$ cat config.mk
export PLATFORM = sky130hd
export DESIGN_NAME = dacs_seq
export DESIGN_NICKNAME = d
export VERILOG_FILES = /design/src/common/dacs_pkg.sv /design/src/verilog/dacs_seq.sv
export SDC_FILE = /design/constraint.sdc
export NUM_CORES = 1
export LEC_CHECK = 0
export ABC_AREA = 1
export BUFFER_PORTS_ARGS = -buffer_cell sky130_fd_sc_hd__buf_4
export CELL_PAD_IN_SITES_DETAIL_PLACEMENT = 1
export CELL_PAD_IN_SITES_GLOBAL_PLACEMENT = 1
export CORE_MARGIN = 1.5
export CORE_UTILIZATION = 42
export DETAILED_ROUTE_END_ITERATION = 7
export HOLD_SLACK_MARGIN = 0.02
export PLACE_DENSITY = 0.82
export SETUP_SLACK_MARGIN = 0.4
export SLEW_MARGIN = 5
export SYNTH_ARGS = -nofsm -noshare
export SYNTH_HDL_FRONTEND = slang
export SYNTH_SLANG_ARGS = --single-unit
$ cat constraint.sdc
create_clock -name ref_clk -period 3.7 [get_ports ref_clk]
set_input_delay 0.555 -clock ref_clk [delete_from_list [all_inputs] [get_ports ref_clk]]
set_output_delay 0.555 -clock ref_clk [all_outputs]
set_load 0.01 [all_outputs]
$ cat src/common/dacs_pkg.sv
// Package: constants and types for the dual converter conversion sequencer
package dacs_pkg;
  // Sample width of each converter; the 14-bit variant uses the low bits with the top two bits held at zero
  localparam int RES_W = 16;
  localparam int RES_W_NARROW = 14;
  localparam logic [RES_W-1:0] NEG_FULLSCALE_16 = 16'h8000;
  localparam logic [RES_W-1:0] POS_FULLSCALE_16 = 16'h7fff;
  localparam logic [RES_W-1:0] NEG_FULLSCALE_14 = 16'h2000;
  localparam logic [RES_W-1:0] POS_FULLSCALE_14 = 16'h1fff;
  localparam logic [RES_W-1:0] MID_SCALE_CODE = 16'h0000;
  // Averaging-enable field encodings
  localparam logic [1:0] AVG_TWO = 2'h2;
  localparam logic [1:0] AVG_FOUR = 2'h3;
  localparam logic [1:0] AVG_DEFAULT = 2'h0;
  // Read/config protocol selector reset value (mode 0, single data rate)
  localparam logic [2:0] PROTO_DEFAULT = 3'h0;
  // Timing, clock 50 MHz
  localparam int CLK_MHZ = 50;
  localparam int CONV_TIME_NS = 300;
  localparam int CONV_CYC = (CONV_TIME_NS * CLK_MHZ) / 1000;
  localparam int RST_LOW_MAX_NS = 1000;
  localparam int RST_LOW_MAX_CYC = (RST_LOW_MAX_NS * CLK_MHZ) / 1000;
  localparam int WAKE_NS = 1000;
  localparam int WAKE_CYC = (WAKE_NS * CLK_MHZ + 999) / 1000;
  localparam int CNT_W = 8;
  localparam logic [CNT_W-1:0] CONV_LAST = CNT_W'(CONV_CYC - 1);
  localparam logic [CNT_W-1:0] RST_LIMIT = CNT_W'(RST_LOW_MAX_CYC);
  localparam logic [CNT_W-1:0] WAKE_LAST = CNT_W'(WAKE_CYC - 1);
  localparam logic [CNT_W-1:0] CNT_ZERO = 8'h00;
  localparam logic [CNT_W-1:0] CNT_ONE = 8'h01;
  localparam int ACC_W = RES_W + 2;

  typedef enum logic [1:0] {
    ST_SAMPLE = 2'b00,
    ST_CONVERT = 2'b01,
    ST_WAKE = 2'b11,
    ST_HOLD_LOW = 2'b10
  } dacs_state_t;
endpackage

$ cat src/verilog/dacs_seq.sv
// Conversion sequencer: state machine, coding, saturation and averaging
`timescale 1ns/10ps
module dacs_seq
  import dacs_pkg::*;
(
  input wire logic ref_clk, // Internal conversion clock
  input wire logic nrst, // Synchronous reset, active low
  input wire logic convert_start_in, // Host convert-start pin
  input wire logic powerdown_reset_in, // Shared power-down/reset pin, active low
  input wire logic cs_n, // Host chip select, active low
  input wire logic strobe_in, // Strobe from the read interface
  input wire logic narrow_mode, // High selects the 14-bit variant
  input wire logic [1:0] averaging_enable_field, // Averaging mode
  input wire logic cfg_write, // Pulse: load configuration inputs
  input wire logic half_ref_offset_enable, // Offset bit value to load
  input wire logic signed [RES_W+1:0] raw_a, // Channel A converter raw code
  input wire logic signed [RES_W+1:0] raw_b, // Channel B converter raw code
  output logic sampling_state, // Inputs connected to sampling caps
  output logic converting_state, // Both converters busy
  output logic conversion_done_internal, // One-cycle end of conversion
  output logic powered_down, // Power-down state
  output logic [RES_W-1:0] result_a, // Channel A result
  output logic [RES_W-1:0] result_b, // Channel B result
  output logic ready_strobe_out, // Shared ready/strobe pin
  output logic half_ref_offset_on, // Raises half-reference by 100 mV
  output logic [1:0] averaging_config, // Active averaging mode
  output logic [2:0] read_protocol, // Read protocol selector
  output logic [2:0] config_protocol // Configuration protocol selector
);
  typedef struct packed {
    dacs_state_t st;
    logic [2:0] cv_sync;
    logic [2:0] pd_sync;
    logic cv_q;
    logic pd_q;
    logic [CNT_W-1:0] cnt;
    logic [CNT_W-1:0] low_cnt;
    logic pdown;
    logic done;
    logic [1:0] avg;
    logic [1:0] nsamp;
    logic signed [ACC_W-1:0] acc_a;
    logic signed [ACC_W-1:0] acc_b;
    logic [RES_W-1:0] res_a;
    logic [RES_W-1:0] res_b;
    logic ready;
    logic offs;
  } dacs_regs_t;

  dacs_regs_t s_reg;
  dacs_regs_t s_next;

  // Clamp to the full-scale codes of the selected variant
  function automatic logic [RES_W-1:0] sat(input logic signed [ACC_W-1:0] v, input logic nar);
    logic signed [ACC_W-1:0] lo;
    logic signed [ACC_W-1:0] hi;
    lo = nar ? -(ACC_W'(1) <<< (RES_W_NARROW - 1)) : -(ACC_W'(1) <<< (RES_W - 1));
    hi = nar ? (ACC_W'(1) <<< (RES_W_NARROW - 1)) - ACC_W'(1) : (ACC_W'(1) <<< (RES_W - 1)) - ACC_W'(1);
    if (v < lo)
      sat = nar ? NEG_FULLSCALE_14 : NEG_FULLSCALE_16;
    else if (v > hi)
      sat = nar ? POS_FULLSCALE_14 : POS_FULLSCALE_16;
    else if (nar)
      sat = {2'b00, v[RES_W_NARROW-1:0]};
    else
      sat = v[RES_W-1:0];
  endfunction

  // Group size in samples minus one
  function automatic logic [1:0] grp_last(input logic [1:0] m);
    case (m)
      AVG_TWO: grp_last = 2'd1;
      AVG_FOUR: grp_last = 2'd3;
      default: grp_last = 2'd0;
    endcase
  endfunction

  logic cv_rise;
  logic pd_fall;
  logic pd_rise;
  logic pd_low;
  logic signed [ACC_W-1:0] sum_a;
  logic signed [ACC_W-1:0] sum_b;
  // Pin edges count once the second and third stages agree
  assign pd_low = (s_reg.pd_sync[1] == s_reg.pd_sync[2]) ? ~s_reg.pd_sync[2] : ~s_reg.pd_q;
  assign cv_rise = (s_reg.cv_sync[1] == s_reg.cv_sync[2]) && s_reg.cv_sync[2] && !s_reg.cv_q;
  assign pd_fall = pd_low && s_reg.pd_q;
  assign pd_rise = !pd_low && !s_reg.pd_q;
  assign sum_a = s_reg.acc_a + ACC_W'(raw_a);
  assign sum_b = s_reg.acc_b + ACC_W'(raw_b);

  always_comb begin
    s_next = s_reg;
    s_next.cv_sync = {s_reg.cv_sync[1:0], convert_start_in};
    s_next.pd_sync = {s_reg.pd_sync[1:0], powerdown_reset_in};
    if (s_reg.cv_sync[1] == s_reg.cv_sync[2])
      s_next.cv_q = s_reg.cv_sync[2];
    s_next.pd_q = !pd_low;
    s_next.done = 1'b0;
    if (cfg_write) begin
      s_next.offs = half_ref_offset_enable;
      s_next.avg = averaging_enable_field;
    end
    if (cv_rise)
      s_next.ready = 1'b0;
    case (s_reg.st)
      ST_SAMPLE: begin
        if (pd_fall) begin
          s_next.st = ST_HOLD_LOW;
          s_next.low_cnt = CNT_ZERO;
        end else if (cv_rise) begin
          s_next.st = ST_CONVERT;
          s_next.cnt = CNT_ZERO;
        end
      end
      ST_CONVERT: begin
        // Counted on the internal clock only
        s_next.cnt = s_reg.cnt + CNT_ONE;
        if (pd_fall) begin
          s_next.st = ST_HOLD_LOW;
          s_next.low_cnt = CNT_ZERO;
        end else if (s_reg.cnt == CONV_LAST) begin
          s_next.st = ST_SAMPLE;
          s_next.done = 1'b1;
          if (s_reg.nsamp == grp_last(s_reg.avg)) begin
            // Divide by group size with arithmetic shift
            case (s_reg.avg)
              AVG_TWO: begin
                s_next.res_a = sat(sum_a >>> 1, narrow_mode);
                s_next.res_b = sat(sum_b >>> 1, narrow_mode);
              end
              AVG_FOUR: begin
                s_next.res_a = sat(sum_a >>> 2, narrow_mode);
                s_next.res_b = sat(sum_b >>> 2, narrow_mode);
              end
              default: begin
                s_next.res_a = sat(ACC_W'(raw_a), narrow_mode);
                s_next.res_b = sat(ACC_W'(raw_b), narrow_mode);
              end
            endcase
            s_next.ready = 1'b1;
            s_next.nsamp = 2'd0;
            s_next.acc_a = '0;
            s_next.acc_b = '0;
          end else begin
            s_next.nsamp = s_reg.nsamp + 2'd1;
            s_next.acc_a = sum_a;
            s_next.acc_b = sum_b;
          end
        end
      end
      ST_HOLD_LOW: begin
        // Short low pulse is reset, long one is power-down
        if (s_reg.low_cnt != RST_LIMIT)
          s_next.low_cnt = s_reg.low_cnt + CNT_ONE;
        else
          s_next.pdown = 1'b1;
        // Configuration held at defaults on every cycle of the low pulse
        s_next.avg = AVG_DEFAULT;
        s_next.offs = 1'b0;
        s_next.nsamp = 2'd0;
        s_next.acc_a = '0;
        s_next.acc_b = '0;
        s_next.ready = 1'b0;
        if (pd_rise) begin
          s_next.st = ST_WAKE;
          s_next.cnt = CNT_ZERO;
        end
      end
      ST_WAKE: begin
        s_next.cnt = s_reg.cnt + CNT_ONE;
        if (pd_fall) begin
          s_next.st = ST_HOLD_LOW;
          s_next.low_cnt = CNT_ZERO;
        end else if (s_reg.cnt == WAKE_LAST) begin
          s_next.st = ST_SAMPLE;
          s_next.pdown = 1'b0;
        end
      end
      default: s_next.st = ST_SAMPLE;
    endcase
    // Mode change restarts the group; placed after the state case so it also
    // wins over a mid-group sample that lands in the same cycle
    if (cfg_write && averaging_enable_field != s_reg.avg) begin
      s_next.nsamp = 2'h0;
      s_next.acc_a = '0;
      s_next.acc_b = '0;
    end
  end

  always_ff @(posedge ref_clk) begin
    if (!nrst) begin
      s_reg <= '0;
      s_reg.st <= ST_SAMPLE;
      s_reg.pd_sync <= 3'h7;
      s_reg.pd_q <= 1'b1;
      s_reg.avg <= AVG_DEFAULT;
    end else begin
      s_reg <= s_next;
    end
  end

  assign sampling_state = (s_reg.st == ST_SAMPLE);
  assign converting_state = (s_reg.st == ST_CONVERT);
  assign conversion_done_internal = s_reg.done;
  assign powered_down = s_reg.pdown;
  assign result_a = s_reg.res_a;
  assign result_b = s_reg.res_b;
  assign ready_strobe_out = cs_n ? s_reg.ready : strobe_in;
  assign half_ref_offset_on = s_reg.offs;
  assign averaging_config = s_reg.avg;
  assign read_protocol = PROTO_DEFAULT;
  assign config_protocol = PROTO_DEFAULT;

  // ----------------------------------------
  // Checks
  // ----------------------------------------
  a_start_converts: assert property (@(posedge ref_clk) disable iff (!nrst)
    (s_reg.st == ST_SAMPLE && cv_rise && !pd_fall) |=> converting_state)
    else $error("convert-start edge did not start conversion");
  a_fall_resets: assert property (@(posedge ref_clk) disable iff (!nrst)
    (s_reg.st == ST_SAMPLE && pd_fall) |=> s_reg.st == ST_HOLD_LOW)
    else $error("reset edge ignored in sampling state");
  a_done_samples: assert property (@(posedge ref_clk) disable iff (!nrst)
    conversion_done_internal |-> sampling_state && $past(converting_state))
    else $error("done without return to sampling");
  a_conv_length: assert property (@(posedge ref_clk) disable iff (!nrst)
    $rose(converting_state) |-> (!sampling_state) [*8])
    else $error("conversion ended too early");
  a_ready_cause: assert property (@(posedge ref_clk) disable iff (!nrst)
    $rose(s_reg.ready) |-> $past(converting_state) && conversion_done_internal)
    else $error("ready rose without finished group");
  a_reset_defaults: assert property (@(posedge ref_clk) disable iff (!nrst)
    (s_reg.st == ST_HOLD_LOW) |=> averaging_config == AVG_DEFAULT && !half_ref_offset_on)
    else $error("configuration not restored in reset");
  a_pin_mux: assert property (@(posedge ref_clk) disable iff (!nrst)
    cs_n |-> ready_strobe_out == s_reg.ready)
    else $error("shared pin not showing ready");
  a_sat_range: assert property (@(posedge ref_clk) disable iff (!nrst)
    (narrow_mode && $changed(result_a)) |-> result_a[RES_W-1:RES_W_NARROW] == 2'b00)
    else $error("narrow result out of range");

  // ----------------------------------------
  // Timing and state checks
  // ----------------------------------------
  // A cut conversion leaves through reset and wake, which together outlast the conversion time
  a_conv_time: assert property (@(posedge ref_clk) disable iff (!nrst)
    $rose(converting_state) |->
      ##15 (conversion_done_internal || s_reg.st == ST_HOLD_LOW || s_reg.st == ST_WAKE))
    else $error("conversion did not end on time");
  a_done_pulse: assert property (@(posedge ref_clk) disable iff (!nrst)
    conversion_done_internal |=> !conversion_done_internal)
    else $error("done held longer than one cycle");
  a_results_at_done: assert property (@(posedge ref_clk) disable iff (!nrst)
    ($changed(result_a) || $changed(result_b)) |-> conversion_done_internal)
    else $error("result changed outside a conversion end");
  a_pdown_state: assert property (@(posedge ref_clk) disable iff (!nrst)
    powered_down |-> (s_reg.st == ST_HOLD_LOW || s_reg.st == ST_WAKE))
    else $error("powered down outside reset or wake");
  a_hold_until_rise: assert property (@(posedge ref_clk) disable iff (!nrst)
    (s_reg.st == ST_HOLD_LOW && !pd_rise) |=> s_reg.st == ST_HOLD_LOW)
    else $error("left reset before the pin rose");
  a_wake_length: assert property (@(posedge ref_clk) disable iff (!nrst)
    (s_reg.st == ST_WAKE && s_reg.cnt != WAKE_LAST && !pd_fall) |=> s_reg.st == ST_WAKE)
    else $error("wake ended early");
  a_wake_ends: assert property (@(posedge ref_clk) disable iff (!nrst)
    $fell(powered_down) |-> sampling_state)
    else $error("power-down exit not into sampling");
  a_mode_restart: assert property (@(posedge ref_clk) disable iff (!nrst)
    (cfg_write && averaging_enable_field != averaging_config) |=> s_reg.nsamp == 2'h0 && s_reg.acc_a == '0)
    else $error("mode change kept a partial group");
  a_strobe_pass: assert property (@(posedge ref_clk) disable iff (!nrst)
    !cs_n |-> ready_strobe_out == strobe_in)
    else $error("shared pin not showing strobe");
  a_no_avg_ready: assert property (@(posedge ref_clk) disable iff (!nrst)
    (conversion_done_internal && $past(averaging_config) != AVG_TWO && $past(averaging_config) != AVG_FOUR)
      |-> s_reg.ready)
    else $error("plain mode result not ready");
  a_ready_drop: assert property (@(posedge ref_clk) disable iff (!nrst)
    (s_reg.st == ST_SAMPLE && cv_rise) |=> !s_reg.ready)
    else $error("ready kept after a start edge");
  a_group_two: assert property (@(posedge ref_clk) disable iff (!nrst)
    ($rose(s_reg.ready) && $past(averaging_config) == AVG_TWO) |-> $past(s_reg.nsamp) == 2'h1)
    else $error("two-sample group size wrong");
  a_group_four: assert property (@(posedge ref_clk) disable iff (!nrst)
    ($rose(s_reg.ready) && $past(averaging_config) == AVG_FOUR) |-> $past(s_reg.nsamp) == 2'h3)
    else $error("four-sample group size wrong");
endmodule

==> results of run 1 <==
[through the flow]
stage                     utilization [%]  hold slack, ps  power, uW  std cells  setup TNS [ps]
after CTS                            49.5             378       3020       1658               0
after detailed placement             47.1             415       2020       1632            -573
final                                53.5             380       3100       1679               0
after global routing                 53.5             388       3240       1679               0
after global placement               47.1             406       2000       1632               0
after floorplan                         -             390       1690       1325               0
[layer usage]
layer	GRT usage, %	part of all wire [%]	vias up
met4	7.41	2.6	0
met5	0	0	-
met1	38.1	44	4509
met3	4.73	6.0	62
met2	47.5	47	319
li1	-	-	4394
[synth_stat cells, drive strengths merged]
cell	n	area, um2
nand2	397	1530
inv	190	713
a21oi	140	764
dfxtp	102	2040
nor2	84	320
o21ai	73	369
nand3	71	370
ha	67	838
buf	50	373
clkbuf	23	86.3
a31oi	20	125
nand4	13	81.3
a211oi	12	90.1
nor3	12	70.1
or2	10	62.6
xor2	9	131
nor4	6	37.5
o21bai	6	45.0
xnor2	6	52.6
nand3b	4	30.0
a31o	3	26.3
nor3b	3	22.5
a22oi	2	15.0
and2	2	12.5
fa	2	40.0
o211ai	2	15.0
o311ai	2	17.5
a21boi	1	7.51
a221oi	1	8.76
and3	1	6.26
clkinv	1	3.75
conb	1	3.75
mux2	1	11.3
o21a	1	7.51
o22ai	1	6.26
o311a	1	10.0
[worst max-delay path by stage]
stage	slack, ps	startpoint	endpoint
floorplan	420	raw_b[2]	result_b[4]
global placement	40	raw_b[7]	result_b[12]
detailed placement	-100	raw_b[7]	result_b[12]
CTS	400	s_reg[34]	result_b[10]
global route	230	s_reg[45]	result_b[13]
finish	430	s_reg[45]	result_b[13]
[power breakdown]
group / total, uW / leakage (uW) / switching (uW) / internal [uW]
Clock: 988 / 0.000145 / 501 / 488
Sequential: 1150 / 0.000831 / 26.0 / 1120
Combinational: 965 / 0.00393 / 644 / 321
Total: 3100 / 0.00491 / 1170 / 1930
[timing repair]
action / 4_1_cts / 5_1_grt
resized for setup: 22 / 140
setup buffers: 10 / 19
endpoints found under the setup margin: 32 / 32
pin swaps: 6 / 53
gates cloned: 0 / 2
hold endpoints to repair: 0 / 0
[worst register-to-register path, delay by kind of cell (launching register included)]
family | cells | cell delay, ps
AOI/OAI and AO/OA | 4 | 630
xor gates and xnor gates | 1 | 160
adders and majority gates | 2 | 510
buffers and inverters | 4 | 350
DFF | 1 | 400
and+or+nand+nor | 13 | 1110
[final cells by class]
type | instances | area (um2)
fill | 2546 | 9040
multi-input combinational | 959 | 5810
sequential | 102 | 2060
timing repair buffer | 146 | 1200
inverter | 191 | 722
tap | 265 | 332
clock buffer | 10 | 239
clock inverter | 6 | 51.3
[cells by family (layout without fill, tap and decap cells)]
| logic type | count (synthesis) | in the layout | share of synthesized area [%] |
|---|---|---|---|
| AO/OA/AOI/OAI | 265 | 265 | 18.1 |
| XOR/XNOR | 15 | 15 | 2.20 |
| adder cells (fa/ha/maj) | 69 | 69 | 10.5 |
| buffers and inverters | 264 | 353 | 14.1 |
| flip-flops | 102 | 102 | 24.5 |
| multiplexers | 1 | 1 | 0.135 |
| other | 1 | 6 | 0.0450 |
| AND/OR/NAND/NOR | 603 | 603 | 30.4 |
==> flow_metrics.tcl, run 1 <==
set metrics [dict create \
    antenna_left 0 \
    hp-class "in -> reg" \
    antenna_found_initial 0 \
    synth_area_um2 8340 \
    hold_viol 0 \
    cts.sinks 102 \
    timing.rr.end "result_b[13]" \
    io_buffers 86 \
    path_common_cell "nand2_1" \
    critPathKind "reg -> reg" \
    stdcell_area_um2 10400 \
    place.gp.congestion 0.935 \
    synth_seq_cells 102 \
    vias_per_cell 5.53 \
    route.detailed.drc 0 \
    crit_family "simple AND/OR/NAND/NOR gates" \
    yosysSeqAreaShare_pct 24.5 \
    holdPathStages 3 \
    critPathSlowestCell "dfxtp_1" \
    synthCells 1320 \
    yosysWarnings 0 \
    overflow 0 \
    slew_viol_final 0 \
    start_util_pct 42.9 \
    fin_ws_ps 433 \
    crit_chain "ha_4 -> nand2_4 -> inv_1 -> nand2_1 -> nand2_1 -> a21oi_4 -> nand2_2 -> a31o_4 -> xor2_2 -> inv_2 -> ha_4 -> inv_4 -> nand2_2 -> nor2_1 -> nand4_1 -> o21bai_1 -> nand2_1 -> nand2_4 -> buf_6 -> nand2_2 -> nand2_1 -> nand2_1 -> nand2_1 -> a21oi_2" \
    rsz0062_at_grt "true" \
    htree_levels 3 \
    avgSynthCellArea_um2 6.32 \
    ys_types 51 \
    grt_usage_pct 28.5 \
    core_area_um2 19500 \
    critPathArrivalTime_ps 3530 \
    outcome "completed" \
    worst_pin_slew_ps 867 \
    postCtsHoldBufs 0 \
    setup_viol 0 \
    clk_pin_slew_worst_paths_ps 80 \
    drive_above_1_share_pct 23.8 \
    numCtsBuffers 9 \
    r2r_setup_slack_ps 430 \
    fin_crit_ps 3270 \
    dr.pass1.iters 5 \
    slowest_delay_ps 400 \
    cp.required_ps 3970 \
    initialDrtViolationCount 501 \
    first_global_vias 9156 \
    syn_to_final_growth_pct 24.9 \
    critPathMaxFanout 7 \
    rows 51 \
    final_common_cell "nand2_1" \
    leakage_uw 0.00491 \
    grt_max_degree 45 \
    fin_crit_sh_pct 88.3 \
    most-common-layout-cells "nand2_1, inv_1, buf_4" \
    antennaDiodeCount 0 \
    post-place-ws_ps -101 \
    clk_latency_ps 370 \
    start_kind "flip-flop" \
    clockBufferDepth 2 \
    io-pin-count 93 \
    max_freq_mhz 306 \
    r2r-start "s_reg[45]" \
    min-delay-start "convert_start_in" \
    path_buf_inv 4 \
    finalClockSkew_ps 11.1 \
    max-vdd-ir-drop_uv 216 \
    maxSlewHeadroom_pct 42.2 \
    largest_reg_flops 60 \
    finalNetCount 1525 \
    cp.depth 24 \
    end_kind "flip-flop" \
    clockRootBuffer "clkbuf_16" \
    vias 9284 \
    die_w_um 144 \
    place_area_um2 9160 \
    die_h_um 144 \
    powerDensity_nw_per_um2 297 \
    cts_tree "built" \
    die_area_um2 20700 \
    wl_per_cell_um 18.8 \
    grt_first_pass_wirelength_mm 46.6 \
    min_to "s_next[98]" \
    drt_wl_total_mm 31.6 \
    cap_violations 0 \
    r2r_cells 24 \
    dpl.hpwl_mm 21.9 \
]
No activity file was read; power rests on OpenSTA's default activity.
==> inputs of run 2 (changes only) <==
- CORE_UTILIZATION: 42 -> 43
- CTS_BUF_LIST: not set -> sky130_fd_sc_hd__clkbuf_8
- MAX_ROUTING_LAYER: not set -> met4
- PLACE_DENSITY: 0.82 -> 0.84
==> flow_metrics.tcl, run 2 (same netlist as run 1, synthesis figures left out) <==
set metrics [dict create \
    r2r_setup_slack_ps 460 \
    vias_per_cell 5.48 \
    finalClockSkew_ps 13.0 \
    vias 9198 \
    critPathKind "reg -> reg" \
    place.gp.congestion 0.942 \
    initialDrtViolationCount 606 \
    rsz0062_at_grt "true" \
    clockRootBuffer "clkbuf_8" \
    fin_crit_ps 3240 \
    critPathMaxFanout 7 \
    most-common-layout-cells "nand2_1, inv_1, buf_4" \
    worst_pin_slew_ps 865 \
    first_global_vias 8886 \
    core_area_um2 18900 \
    htree_levels 3 \
    start_kind "flip-flop" \
    leakage_uw 0.00486 \
    cts_tree "built" \
    timing.rr.end "result_b[7]" \
    antenna_found_initial 0 \
    fillCellCount 2593 \
    post-place-ws_ps -181 \
    stdcell_area_um2 10200 \
    setup_tns_ps 0 \
    dpl.hpwl_mm 21.6 \
    slew_viol_final 0 \
    rows 50 \
    wl_met2_mm 14.4 \
    clk_latency_ps 420 \
    fin_util_pct 54.1 \
    io-pin-count 93 \
    powerDensity_nw_per_um2 282 \
    clk_pin_slew_worst_paths_ps 110 \
    cts.sinks 102 \
    clockBufferDepth 2 \
    min-delay-start "powerdown_reset_in" \
    min_to "s_next[95]" \
    io_buffers 86 \
    maxUsedRoutingLayer "met4" \
    place_area_um2 9200 \
    hold_viol 0 \
    outcome "completed" \
    syn_to_final_growth_pct 22.6 \
    fin_crit_sh_pct 87.6 \
    maxSlewHeadroom_pct 42.2 \
    grt_first_pass_wirelength_mm 45.1 \
    die_area_um2 20200 \
    numCtsBuffers 9 \
    cap_violations 0 \
    total_power_uw 2890 \
    die_w_um 142 \
    drive_above_1_share_pct 22.3 \
    grt_usage_pct 29.0 \
    cp.required_ps 4010 \
    holdPathStages 2 \
    drt_wl_total_mm 30.8 \
    antenna_left 0 \
    largest_reg_flops 60 \
    setup_viol 0 \
    max-vdd-ir-drop_uv 186 \
    met3WireLength_mm 1.45 \
    postCtsHoldBufs 0 \
    antennaDiodeCount 0 \
    fin_ws_ps 458 \
    wl_per_cell_um 18.4 \
    r2r_cells 22 \
    grt_max_degree 45 \
    r2r-start "s_reg[42]" \
    start_util_pct 44.2 \
    max_freq_mhz 308 \
    hp-class "in -> reg" \
    die_h_um 142 \
    met1_length_mm 14.1 \
    final_common_cell "nand2_1" \
    end_kind "flip-flop" \
    critPathArrivalTime_ps 3550 \
    overflow 0 \
    finalNetCount 1528 \
    route.detailed.drc 0 \
    dr.pass1.iters 5 \
]
==> run 2: where the power goes <==
part | leakage [uW] | total (uW) | switching (uW) | internal, uW
Sequential | 0.000831 | 1150 | 25.5 | 1120
Clock | 0.000110 | 811 | 480 | 330
Combinational | 0.00392 | 930 | 631 | 299
Total | 0.00486 | 2890 | 1140 | 1750
==> run 2: worst max-delay path by stage <==
stage	startpoint	endpoint	slack [ps]	cells past startpoint
4_1_cts	s_reg[52]	result_a[6]	400	20
5_1_grt	s_reg[34]	result_b[0]	280	23
6_report	s_reg[42]	result_b[7]	460	22
3_5_place_dp	raw_b[0]	result_b[10]	-180	25
2_1_floorplan	raw_b[2]	result_b[4]	420	21
3_3_place_gp	raw_b[0]	result_b[12]	-160	25
==> run 2: critical path, stage by stage, from the launching register on <==
cell      delay, ps
dfxtp_4         380
ha_4            270
nand2_4          80
inv_1            50
nand2_1          70
nand2_2          90
a21oi_4         180
nand2_2          80
a31o_2          220
xor2_2          180
inv_2            90
ha_4            220
inv_2            70
nand2_1          60
nor2_1          110
nand4_1         120
o21bai_1        180
nand2_2         140
nand2_4         150
buf_4           130
nand2_1          50
a21oi_2         140
a21oi_1          70
==> run 2: area by class of cell <==
cell class,count,area [um2],share of cell area [%]
timing repair buffer,148,1190,11.6
inverter,191,727,7.11
multi-input combinational,960,5710,55.9
tap,260,325,3.18
clock buffer,9,124,1.21
sequential,102,2060,20.2
clock inverter,7,86.3,0.844
==> run 2: per-layer routing <==
layer  vias to the layer above  global-route usage [%]
li1                       4397                       -
met1                      4482                    38.8
met2                       260                    45.6
met3                        59                    3.60
met4                         0                    9.33
met5                         -                       -
==> run 2: what timing repair did <==
| action | 4_1_cts | 5_1_grt |
|---|---|---|
| endpoints found under the setup margin | 18 | 32 |
| resized for setup | 13 | 118 |
| gates cloned | 1 | 2 |
| pin swaps | 2 | 42 |
| buffers inserted | 3 | 20 |
==> run 2: per-stage QoR <==
stage	hold slack, ps	cells
floorplan	390	1325
detailed placement	427	1635
global route	323	1677
CTS	319	1655
finish	325	1677
global placement	404	1635
